[config.mk]
export PLATFORM = sky130hd
export DESIGN_NAME = usbat_device_flat
export DESIGN_NICKNAME = d
export VERILOG_FILES = /design/src/verilog/usbat_pkg.sv /design/src/verilog/usbat_link_if.sv /design/src/verilog/usbat_device.sv /design/src/verilog/usbat_fifo.sv /design/src/flat_wrapper.sv
export SDC_FILE = /design/constraint.sdc
export NUM_CORES = 1
export LEC_CHECK = 0
export BUFFER_PORTS_ARGS = -buffer_cell sky130_fd_sc_hd__buf_4
export CORE_ASPECT_RATIO = 0.75
export CORE_MARGIN = 2
export CORE_UTILIZATION = 30
export DETAILED_ROUTE_END_ITERATION = 7
export PLACE_DENSITY = 0.53
export SYNTH_ARGS = -nofsm -noshare
export SYNTH_HDL_FRONTEND = slang
export SYNTH_HIERARCHICAL = 1
export SYNTH_SLANG_ARGS = --single-unit
[constraint.sdc]
create_clock -name mclk_in -period 4.3 [get_ports mclk_in]
set_clock_uncertainty 0.2 [all_clocks]
set_input_delay 0.43 -clock mclk_in [delete_from_list [all_inputs] [get_ports mclk_in]]
set_output_delay 0.43 -clock mclk_in [all_outputs]
set_load 0.02 [all_outputs]
[src/verilog/usbat_pkg.sv]
// package: register map, line select codes and endpoint numbering for the usb attach link
package usbat_pkg;
  // configuration word indices, byte address is four times the index
  localparam logic [11:0] USBAT_IDX_MAX_CURRENT = 12'h2c6;
  localparam logic [11:0] USBAT_IDX_PULLUP_SEL = 12'h2d0;
  localparam logic [11:0] USBAT_IDX_VBUS_SEL = 12'h2d1;
  localparam logic [11:0] USBAT_IDX_SELF_POWERED = 12'h3f2;
  localparam logic [11:0] USBAT_IDX_DESC_ATTR = 12'h25c;
  localparam logic [11:0] USBAT_IDX_STATUS = 12'h100;
  localparam logic [11:0] USBAT_IDX_DATA = 12'h101;
  // reset values
  localparam logic [15:0] USBAT_RST_MAX_CURRENT = 16'h0000;
  localparam logic [15:0] USBAT_RST_PULLUP_SEL = 16'h0010;
  localparam logic [15:0] USBAT_RST_VBUS_SEL = 16'hffff;
  localparam logic [15:0] USBAT_RST_SELF_POWERED = 16'h0001;
  localparam logic [15:0] USBAT_RST_DESC_ATTR = 16'h0080;
  // field positions and magic values
  localparam int USBAT_ATTR_SELF_BIT = 7;
  localparam logic [15:0] USBAT_LINE_MAX = 16'h000f;
  localparam logic [15:0] USBAT_PULLUP_INTERNAL = 16'h0010;
  localparam int USBAT_LINES = 16;
  // endpoint kinds carried on the link
  localparam logic [1:0] USBAT_EP_CTRL = 2'h0;
  localparam logic [1:0] USBAT_EP_INTR = 2'h1;
  localparam logic [1:0] USBAT_EP_BULK = 2'h2;
  localparam logic [1:0] USBAT_EP_ISO = 2'h3;
  localparam logic USBAT_IF_HCI = 1'h0;
  localparam logic USBAT_IF_VOICE = 1'h1;
  localparam logic [6:0] USBAT_ADDR_DEFAULT = 7'h00;
  localparam int USBAT_DATA_W = 8;
  localparam int USBAT_FIFO_DEPTH = 8;
endpackage

[src/verilog/usbat_link_if.sv]
// interface: bus lines, reset, address and packet stream between device and hub
`timescale 1ns/10ps
`default_nettype none
interface usbat_link_if;
  logic dp; // d+ level as driven by device pull-up
  logic dm; // d- level
  logic bus_reset; // host usb reset, one cycle
  logic addr_valid; // host assigns address, one cycle
  logic [6:0] addr; // assigned address
  logic pkt_valid; // host to device packet
  logic pkt_ready;
  logic [1:0] pkt_kind; // endpoint kind
  logic pkt_iface; // interface number
  logic [6:0] pkt_addr; // target address
  logic [7:0] pkt_data;
  logic up_valid; // device to host packet
  logic up_ready;
  logic [1:0] up_kind;
  logic up_iface;
  logic [7:0] up_data;
  modport device (output dp, dm, pkt_ready, up_valid, up_kind, up_iface, up_data,
    input bus_reset, addr_valid, addr, pkt_valid, pkt_kind, pkt_iface, pkt_addr, pkt_data,
    up_ready);
  modport host (input dp, dm, pkt_ready, up_valid, up_kind, up_iface, up_data,
    output bus_reset, addr_valid, addr, pkt_valid, pkt_kind, pkt_iface, pkt_addr, pkt_data,
    up_ready);
endinterface
`default_nettype wire

[src/verilog/usbat_device.sv]
// module: device end, configuration words, pull-up control, vbus monitor and endpoint routing
//
// Register access over Wishbone is this design's own decision.
`timescale 1ns/10ps
`default_nettype none
// Summary of operation
// - max current word in 2mA steps, default 0
// - vbus select 0..15 picks monitor line
// - no vbus select means vbus always present
// - self powered flag mirrors attributes bit 7
// - pull-up select 0..15 line, 16 internal
// - no pull-up select drives no line
// - attach by pulling d+ high, d- low
// - hub sees both low as disconnect
// - host enables port and sends reset
// - answer address zero until address assigned
// - commands on control endpoint, interface 0
// - events on interrupt endpoint, interface 0
// - acl data on bulk endpoints, interface 0
// - voice on isochronous, interface 1
// - one control endpoint pair shared by interfaces
// - isochronous errors never retried
// - selected pull-up line driven high while vbus present or not self powered, else driven low
module usbat_device
  import usbat_pkg::*;
(
  input wire logic mclk_in,
  input wire logic srst_in,
  usbat_link_if.device link,
  // classic wishbone slave
  input wire logic wb_cyc_in,
  input wire logic wb_stb_in,
  input wire logic wb_we_in,
  input wire logic [13:0] wb_adr_in,
  input wire logic [3:0] wb_sel_in,
  input wire logic [31:0] wb_dat_in,
  output logic [31:0] wb_dat_out,
  output logic wb_ack_out,
  // general purpose lines
  input wire logic [USBAT_LINES-1:0] gp_line_in,
  output logic [USBAT_LINES-1:0] gp_line_out,
  output logic [USBAT_LINES-1:0] gp_line_oe_out,
  output logic internal_pullup_out,
  output logic vbus_present_out
);
  ////////////////////////////////////////////////////////////////
  // configuration words
  logic [15:0] max_current_setting; // 2mA units
  logic [15:0] pullup_line_select;
  logic [15:0] vbus_monitor_line_select;
  logic [15:0] descriptor_attributes_word;
  logic [6:0] dev_addr; // current usb address
  logic [USBAT_LINES-1:0] gp_s1; // synchroniser first stage
  logic [USBAT_LINES-1:0] gp_s2; // synchroniser second stage
  logic vbus_now; // selected vbus level
  logic bus_access; // wishbone request present
  logic [11:0] idx; // word index
  logic [15:0] wmask; // byte lane mask
  logic up_in_ready; // upstream fifo has room
  logic dn_valid; // downstream fifo output
  logic [10:0] dn_word;
  logic dn_take;
  logic dn_mine; // packet for this address
  logic [10:0] up_word;
  logic [7:0] cmd_data; // last command byte
  logic cmd_seen;
  function automatic logic is_line(input logic [15:0] sel);
    is_line = (sel <= USBAT_LINE_MAX);
  endfunction
  assign bus_access = wb_cyc_in && wb_stb_in && !wb_ack_out;
  assign idx = wb_adr_in[13:2];
  assign wmask = {{8{wb_sel_in[1]}}, {8{wb_sel_in[0]}}};
  ////////////////////////////////////////////////////////////////
  // wishbone write and ack, one wait state
  always_ff @(posedge mclk_in) begin
    if (srst_in) begin
      wb_ack_out <= 1'b0;
      max_current_setting <= USBAT_RST_MAX_CURRENT;
      pullup_line_select <= USBAT_RST_PULLUP_SEL;
      vbus_monitor_line_select <= USBAT_RST_VBUS_SEL;
      descriptor_attributes_word <= USBAT_RST_DESC_ATTR;
    end else begin
      wb_ack_out <= bus_access;
      if (bus_access && wb_we_in) begin
        unique case (idx)
          USBAT_IDX_MAX_CURRENT: begin
            max_current_setting <= (max_current_setting & ~wmask) | (wb_dat_in[15:0] & wmask);
          end
          USBAT_IDX_PULLUP_SEL: begin
            pullup_line_select <= (pullup_line_select & ~wmask) | (wb_dat_in[15:0] & wmask);
          end
          USBAT_IDX_VBUS_SEL: begin
            vbus_monitor_line_select <= (vbus_monitor_line_select & ~wmask)
              | (wb_dat_in[15:0] & wmask);
          end
          USBAT_IDX_DESC_ATTR: begin
            descriptor_attributes_word <= (descriptor_attributes_word & ~wmask)
              | (wb_dat_in[15:0] & wmask);
          end
          USBAT_IDX_SELF_POWERED: begin
            if (wb_sel_in[0]) begin
              descriptor_attributes_word[USBAT_ATTR_SELF_BIT] <= wb_dat_in[0];
            end
          end
          default: begin
          end
        endcase
      end
    end
  end
  // wishbone read mux, unmapped reads zero
  always_ff @(posedge mclk_in) begin
    if (srst_in) begin
      wb_dat_out <= 32'h0;
    end else if (bus_access && !wb_we_in) begin
      unique case (idx)
        USBAT_IDX_MAX_CURRENT: wb_dat_out <= {16'h0, max_current_setting};
        USBAT_IDX_PULLUP_SEL: wb_dat_out <= {16'h0, pullup_line_select};
        USBAT_IDX_VBUS_SEL: wb_dat_out <= {16'h0, vbus_monitor_line_select};
        USBAT_IDX_DESC_ATTR: wb_dat_out <= {16'h0, descriptor_attributes_word};
        USBAT_IDX_SELF_POWERED: wb_dat_out <= {31'h0,
          descriptor_attributes_word[USBAT_ATTR_SELF_BIT]};
        USBAT_IDX_STATUS: wb_dat_out <= {15'h0, cmd_seen, cmd_data, vbus_now, dev_addr};
        default: wb_dat_out <= 32'h0;
      endcase
    end
  end
  ////////////////////////////////////////////////////////////////
  // line synchroniser
  always_ff @(posedge mclk_in) begin
    if (srst_in) begin
      gp_s1 <= '0;
      gp_s2 <= '0;
    end else begin
      gp_s1 <= gp_line_in;
      gp_s2 <= gp_s1;
    end
  end
  // vbus selection, absent select means always present
  always_comb begin
    if (is_line(vbus_monitor_line_select)) begin
      vbus_now = gp_s2[vbus_monitor_line_select[3:0]];
    end else begin
      vbus_now = 1'b1;
    end
  end
  // pull-up line drive and internal pull-up
  always_ff @(posedge mclk_in) begin
    if (srst_in) begin
      gp_line_out <= '0;
      gp_line_oe_out <= '0;
      internal_pullup_out <= 1'b0;
      vbus_present_out <= 1'b0;
      link.dp <= 1'b0;
      link.dm <= 1'b0;
    end else begin
      vbus_present_out <= vbus_now;
      gp_line_out <= '0;
      gp_line_oe_out <= '0;
      if (is_line(pullup_line_select)) begin
        gp_line_oe_out[pullup_line_select[3:0]] <= 1'b1;
        gp_line_out[pullup_line_select[3:0]] <= vbus_now
          || !descriptor_attributes_word[USBAT_ATTR_SELF_BIT];
      end
      internal_pullup_out <= (pullup_line_select == USBAT_PULLUP_INTERNAL) && vbus_now;
      link.dp <= vbus_now && (is_line(pullup_line_select)
        || pullup_line_select == USBAT_PULLUP_INTERNAL);
      link.dm <= 1'b0;
    end
  end
  ////////////////////////////////////////////////////////////////
  // address: zero after reset or bus reset, then host assigned
  always_ff @(posedge mclk_in) begin
    if (srst_in || link.bus_reset) begin
      dev_addr <= USBAT_ADDR_DEFAULT;
    end else if (link.addr_valid) begin
      dev_addr <= link.addr;
    end
  end
  // downstream packet buffer
  usbat_fifo #(.WIDTH(11), .DEPTH(USBAT_FIFO_DEPTH)) u_dn (
    .mclk_in(mclk_in), .srst_in(srst_in || link.bus_reset),
    .in_valid_in(link.pkt_valid && link.pkt_addr == dev_addr), .in_ready_out(link.pkt_ready),
    .in_data_in({link.pkt_kind, link.pkt_iface, link.pkt_data}),
    .out_valid_out(dn_valid), .out_ready_in(dn_take), .out_data_out(dn_word));
  assign dn_mine = dn_valid;
  // non-iso traffic stalls on a full upstream buffer, iso goes on and is lost there
  assign dn_take = dn_mine && (dn_word[10:9] == USBAT_EP_ISO || up_in_ready);
  // command capture from shared control endpoint
  always_ff @(posedge mclk_in) begin
    if (srst_in) begin
      cmd_data <= 8'h0;
      cmd_seen <= 1'b0;
    end else if (dn_take && dn_word[10:9] == USBAT_EP_CTRL && dn_word[8] == USBAT_IF_HCI) begin
      cmd_data <= dn_word[7:0];
      cmd_seen <= 1'b1;
    end
  end
  // upstream: commands answer as events on interface 0, bulk and iso loop back
  always_comb begin
    up_word = {USBAT_EP_CTRL, USBAT_IF_HCI, 8'h0};
    unique case (dn_word[10:9])
      USBAT_EP_CTRL: up_word = {USBAT_EP_INTR, USBAT_IF_HCI, dn_word[7:0]};
      USBAT_EP_BULK: up_word = {USBAT_EP_BULK, USBAT_IF_HCI, dn_word[7:0]};
      USBAT_EP_ISO: up_word = {USBAT_EP_ISO, USBAT_IF_VOICE, dn_word[7:0]};
      USBAT_EP_INTR: up_word = {USBAT_EP_INTR, USBAT_IF_HCI, dn_word[7:0]};
    endcase
  end
  // iso bytes are dropped, not retried, when the buffer is full
  usbat_fifo #(.WIDTH(11), .DEPTH(USBAT_FIFO_DEPTH)) u_up (
    .mclk_in(mclk_in), .srst_in(srst_in || link.bus_reset),
    .in_valid_in(dn_take && (dn_word[10:9] != USBAT_EP_CTRL || dn_word[8] == USBAT_IF_HCI)),
    .in_ready_out(up_in_ready), .in_data_in(up_word),
    .out_valid_out(link.up_valid), .out_ready_in(link.up_ready),
    .out_data_out({link.up_kind, link.up_iface, link.up_data}));
endmodule
`default_nettype wire

[src/verilog/usbat_fifo.sv]
// module: small synchronous fifo with valid and ready on both sides
`timescale 1ns/10ps
`default_nettype none
module usbat_fifo #(
  parameter int WIDTH = 8,
  parameter int DEPTH = 8
) (
  input wire logic mclk_in,
  input wire logic srst_in,
  input wire logic in_valid_in,
  output logic in_ready_out,
  input wire logic [WIDTH-1:0] in_data_in,
  output logic out_valid_out,
  input wire logic out_ready_in,
  output logic [WIDTH-1:0] out_data_out
);
  localparam int AW = $clog2(DEPTH);
  logic [WIDTH-1:0] mem [DEPTH]; // storage
  logic [AW-1:0] wr_ptr; // write slot
  logic [AW-1:0] rd_ptr; // read slot
  logic [AW:0] count; // words held
  logic push;
  logic pop;
  assign in_ready_out = (count != (AW+1)'(DEPTH)); // room while fewer than depth words
  assign out_valid_out = (count != '0);
  assign out_data_out = mem[rd_ptr];
  assign push = in_valid_in && in_ready_out;
  assign pop = out_valid_out && out_ready_in;
  // storage write
  always_ff @(posedge mclk_in) begin
    if (push) begin
      mem[wr_ptr] <= in_data_in;
    end
  end
  // pointers and count
  always_ff @(posedge mclk_in) begin
    if (srst_in) begin
      wr_ptr <= '0;
      rd_ptr <= '0;
      count <= '0;
    end else begin
      if (push) begin
        wr_ptr <= (wr_ptr == AW'(DEPTH - 1)) ? '0 : wr_ptr + AW'(1);
      end
      if (pop) begin
        rd_ptr <= (rd_ptr == AW'(DEPTH - 1)) ? '0 : rd_ptr + AW'(1);
      end
      count <= count + (AW+1)'(push) - (AW+1)'(pop);
    end
  end
endmodule
`default_nettype wire

[src/flat_wrapper.sv]
// flat-port wrapper written by rule: the top's interface ports become plain ports
module usbat_device_flat import usbat_pkg::*;
  (mclk_in, srst_in, wb_cyc_in, wb_stb_in, wb_we_in, wb_adr_in, wb_sel_in, wb_dat_in, wb_dat_out, wb_ack_out, gp_line_in, gp_line_out, gp_line_oe_out, internal_pullup_out, vbus_present_out, link_dp, link_dm, link_pkt_ready, link_up_valid, link_up_kind, link_up_iface, link_up_data, link_bus_reset, link_addr_valid, link_addr, link_pkt_valid, link_pkt_kind, link_pkt_iface, link_pkt_addr, link_pkt_data, link_up_ready);
  usbat_link_if link_i ();
  input wire logic mclk_in;
  input wire logic srst_in;
  input wire logic wb_cyc_in;
  input wire logic wb_stb_in;
  input wire logic wb_we_in;
  input wire logic [13:0] wb_adr_in;
  input wire logic [3:0] wb_sel_in;
  input wire logic [31:0] wb_dat_in;
  output logic [31:0] wb_dat_out;
  output logic wb_ack_out;
  input wire logic [USBAT_LINES-1:0] gp_line_in;
  output logic [USBAT_LINES-1:0] gp_line_out;
  output logic [USBAT_LINES-1:0] gp_line_oe_out;
  output logic internal_pullup_out;
  output logic vbus_present_out;
  output wire logic [$bits(link_i.dp)-1:0] link_dp;
  output wire logic [$bits(link_i.dm)-1:0] link_dm;
  output wire logic [$bits(link_i.pkt_ready)-1:0] link_pkt_ready;
  output wire logic [$bits(link_i.up_valid)-1:0] link_up_valid;
  output wire logic [$bits(link_i.up_kind)-1:0] link_up_kind;
  output wire logic [$bits(link_i.up_iface)-1:0] link_up_iface;
  output wire logic [$bits(link_i.up_data)-1:0] link_up_data;
  input wire logic [$bits(link_i.bus_reset)-1:0] link_bus_reset;
  input wire logic [$bits(link_i.addr_valid)-1:0] link_addr_valid;
  input wire logic [$bits(link_i.addr)-1:0] link_addr;
  input wire logic [$bits(link_i.pkt_valid)-1:0] link_pkt_valid;
  input wire logic [$bits(link_i.pkt_kind)-1:0] link_pkt_kind;
  input wire logic [$bits(link_i.pkt_iface)-1:0] link_pkt_iface;
  input wire logic [$bits(link_i.pkt_addr)-1:0] link_pkt_addr;
  input wire logic [$bits(link_i.pkt_data)-1:0] link_pkt_data;
  input wire logic [$bits(link_i.up_ready)-1:0] link_up_ready;
  assign link_dp = link_i.dp;
  assign link_dm = link_i.dm;
  assign link_pkt_ready = link_i.pkt_ready;
  assign link_up_valid = link_i.up_valid;
  assign link_up_kind = link_i.up_kind;
  assign link_up_iface = link_i.up_iface;
  assign link_up_data = link_i.up_data;
  assign link_i.bus_reset = link_bus_reset;
  assign link_i.addr_valid = link_addr_valid;
  assign link_i.addr = link_addr;
  assign link_i.pkt_valid = link_pkt_valid;
  assign link_i.pkt_kind = link_pkt_kind;
  assign link_i.pkt_iface = link_pkt_iface;
  assign link_i.pkt_addr = link_pkt_addr;
  assign link_i.pkt_data = link_pkt_data;
  assign link_i.up_ready = link_up_ready;
  usbat_device u_core (.mclk_in(mclk_in), .srst_in(srst_in), .link(link_i), .wb_cyc_in(wb_cyc_in), .wb_stb_in(wb_stb_in), .wb_we_in(wb_we_in), .wb_adr_in(wb_adr_in), .wb_sel_in(wb_sel_in), .wb_dat_in(wb_dat_in), .wb_dat_out(wb_dat_out), .wb_ack_out(wb_ack_out), .gp_line_in(gp_line_in), .gp_line_out(gp_line_out), .gp_line_oe_out(gp_line_oe_out), .internal_pullup_out(internal_pullup_out), .vbus_present_out(vbus_present_out));
endmodule
==> results.cfg <==
[run]
drv_cap = 0

[clocking]
cts_made_buffers = 40
worstSkewPairLatency_ns = 0.56
cts_setup_buffers = 0
holdBufCountCts = 55
ctsResizeCount = 0
tritoncts = yes
cts.sinks = 367
root_buffer = clkbuf_16
h-tree-depth = 2
cts_buffer_depth = 3
clkTransAtPathRegs_ns = 0.06

[critical_path]
cpMaxStageDelayCell = mux4_1
reg2reg_slack_ns = 0.41
end_kind = flip-flop
endpoint = u_core/u_dn/count[2]
crit_path_max_incr_delay_ns = 0.55
cp.arrival_ns = 4.09
critical_path_class = reg2reg
path_cells = buf_4 > mux4_1 > mux2_2 > and2_1 > o21ai_0 > inv_1 > and2_1 > ha_1 > inv_1 > ha_1 > fa_1 > xnor2_1 > nor2_1
reg2reg_depth = 13
start_kind = flip-flop
timing.rr.end = u_core/u_dn/count[2]
worstPathMaxFanout = 9
cp.required_ns = 4.50

[logic_synthesis]
syn_avg_cell_area_um2 = 13.4
synth_compound_area_share_pct = 5.25
synthAdderAreaFrac_pct = 1.98
yosysSeqAreaShare_pct = 62.1
synth_edf_count = 176
ys.flop_type = dfxtp_1
syn_area_mm2 = 0.0147
ys_types = 61
yosysWarnings = 6
yosys.area_share.simple_pct = 12.2
synth.ff_latch_count = 367
postSynth.asyncResetShare_pct = 0
synth_mux_area_share_pct = 14.6
synthCells = 1095
synth_xor_xnor_area_share_pct = 0.538
synth_top_family_by_area = multiplexers

[detailed_routing]
drtAntennaViolNets = 0
drt_iter0_drc = 618
vias_per_cell = 4.70
drt_pass1_iterations = 5
routed_wl_um = 36000
vias = 9351
post-route-drc-count = 0
wl_per_cell_um = 18.1

[sta]
slew_headroom_pct = 20.5
finalCriticalPeriod_ns = 3.89
fin_crit_sh_pct = 90.4
finalSetupViolations = 0
timing.fmax_ghz = 0.257
drv_slew = 0
tns_ns = 0
rsz0062_at_grt = false
worst_slew_pin_slew_ns = 1.18
hold_viol = 0

[worst_hold_path]
hold_class = in2reg
hp-start = link_addr_valid

[placed_design]
routabilityCongestion = 0.777
dp_hpwl_um = 24400
portBuffers = 145

[floorplan]
fp-row-count = 70
die_w_um = 259
design.core.area_mm2 = 0.0485
die_h_um = 195
initial_utilization_pct = 30.2
ios = 182
die_area_mm2 = 0.0507

[pwr]
finalPower_w = 0.00751
peakVddDrop_mv = 0.338
p_leak_nw = 6.76
power.density_mw_per_mm2 = 410

[grt]
grt_pass1_wl_um = 54900
antenna_found_initial = 1
grt_max_degree = 76
grtUsageTotal_pct = 14.2
grt_pass1_vias = 9442
grt_overflow_total = 0

[finish]
drive_above_1_share_pct = 21.1
layout_commonest_cell = dfxtp_1
nNetsFinal = 1430
finish.utilization_pct = 37.7
syn_to_final_growth_pct = 24.7
layout_common_cells = dfxtp_1 (191), edfxtp_1 (176), buf_4 (174)

[run_status]
status = completed
layer usage:
layer  share of wire (%)  vias up  global-route usage (%)  wire length [um]
li1                    -     4461                       -                 -
met1                  48     4633                    19.8             17400
met2                  43      212                    21.4             15600
met3                 6.1       45                    3.58              2200
met4                 2.4        0                    4.92               848
met5                   0        -                       0                 0
how the worst min path moves through the flow:
stage	end	cells after the start	slack, ns
floorplan	u_core/gp_s2[0]	1	0.21
global placement	u_core/gp_s2[11]	1	0.22
detailed placement	u_core/gp_s2[2]	1	0.23
CTS	u_core/dev_addr[0]	3	0.002
global route	u_core/dev_addr[0]	3	0.06
finish	u_core/dev_addr[0]	3	0.04
report_power, final:
| group | switching, W | total [W] | leakage [nW] | internal, W |
|---|---|---|---|---|
| clock | 0.00139 | 0.00332 | 0.618 | 0.00193 |
| combinational | 0.000246 | 0.000477 | 3.01 | 0.000231 |
| sequential | 0.0000277 | 0.00371 | 3.13 | 0.00368 |
cell usage after synthesis (all sizes together) (11+ instances only):
cell | instances | area, um2
buf | 40 | 270
a21oi | 42 | 214
nor4 | 11 | 68.8
dfxtp | 191 | 3820
mux4 | 47 | 1220
nand3b | 11 | 82.6
nand2 | 61 | 234
a311oi | 12 | 105
edfxtp | 176 | 5290
a22oi | 14 | 105
nand3 | 18 | 100
o21ai | 25 | 125
mux2i | 61 | 611
inv | 24 | 90.1
nor2b | 40 | 250
nor3 | 32 | 171
mux2 | 27 | 304
ha | 20 | 250
nor2 | 106 | 398
clkbuf | 33 | 124
nand2b | 27 | 169
final cells by class:
class / instances / area [um2]
Fill cell: 4708 / 30200
Sequential cell: 367 / 9110
Multi-Input combinational cell: 646 / 5150
Timing Repair Buffer: 229 / 1860
Clock buffer: 51 / 1060
Tap cell: 648 / 811
Clock inverter: 21 / 199
Inverter: 24 / 90.1
Antenna cell: 2 / 5.00
per-stage QoR:
stage,std cells,instance area (um2),hold slack (ns),setup slack (ns)
floorplan,1110,14700,0.214,0.777
global placement,1859,16500,0.225,0.473
detailed placement,1859,16500,0.229,0.439
CTS,1986,18300,0.00204,0.403
global route,1987,18300,0.0618,0.109
finish,1988,18300,0.0438,0.414
worst max-delay path: cells and delay by family, from the launching register on:
kind            cells  cell delay [ns]
compound gates      1             0.31
xor+xnor            1             0.14
fa+ha+maj           3             0.88
buf+inv             3             0.36
flops               1             0.47
mux                 2             0.86
simple gates        3             0.53
logic make-up after synthesis:
| kind of cell | Yosys count |
|---|---|
| muxes | 135 |
| and+or+nand+nor | 345 |
| AOI/OAI and AO/OA | 119 |
| adders and majority gates | 22 |
| buffers and inverters | 97 |
| DFF | 367 |
| xor gates and xnor gates | 9 |
| other | 1 |
Note: power is estimated with default switching activity, not from simulation.
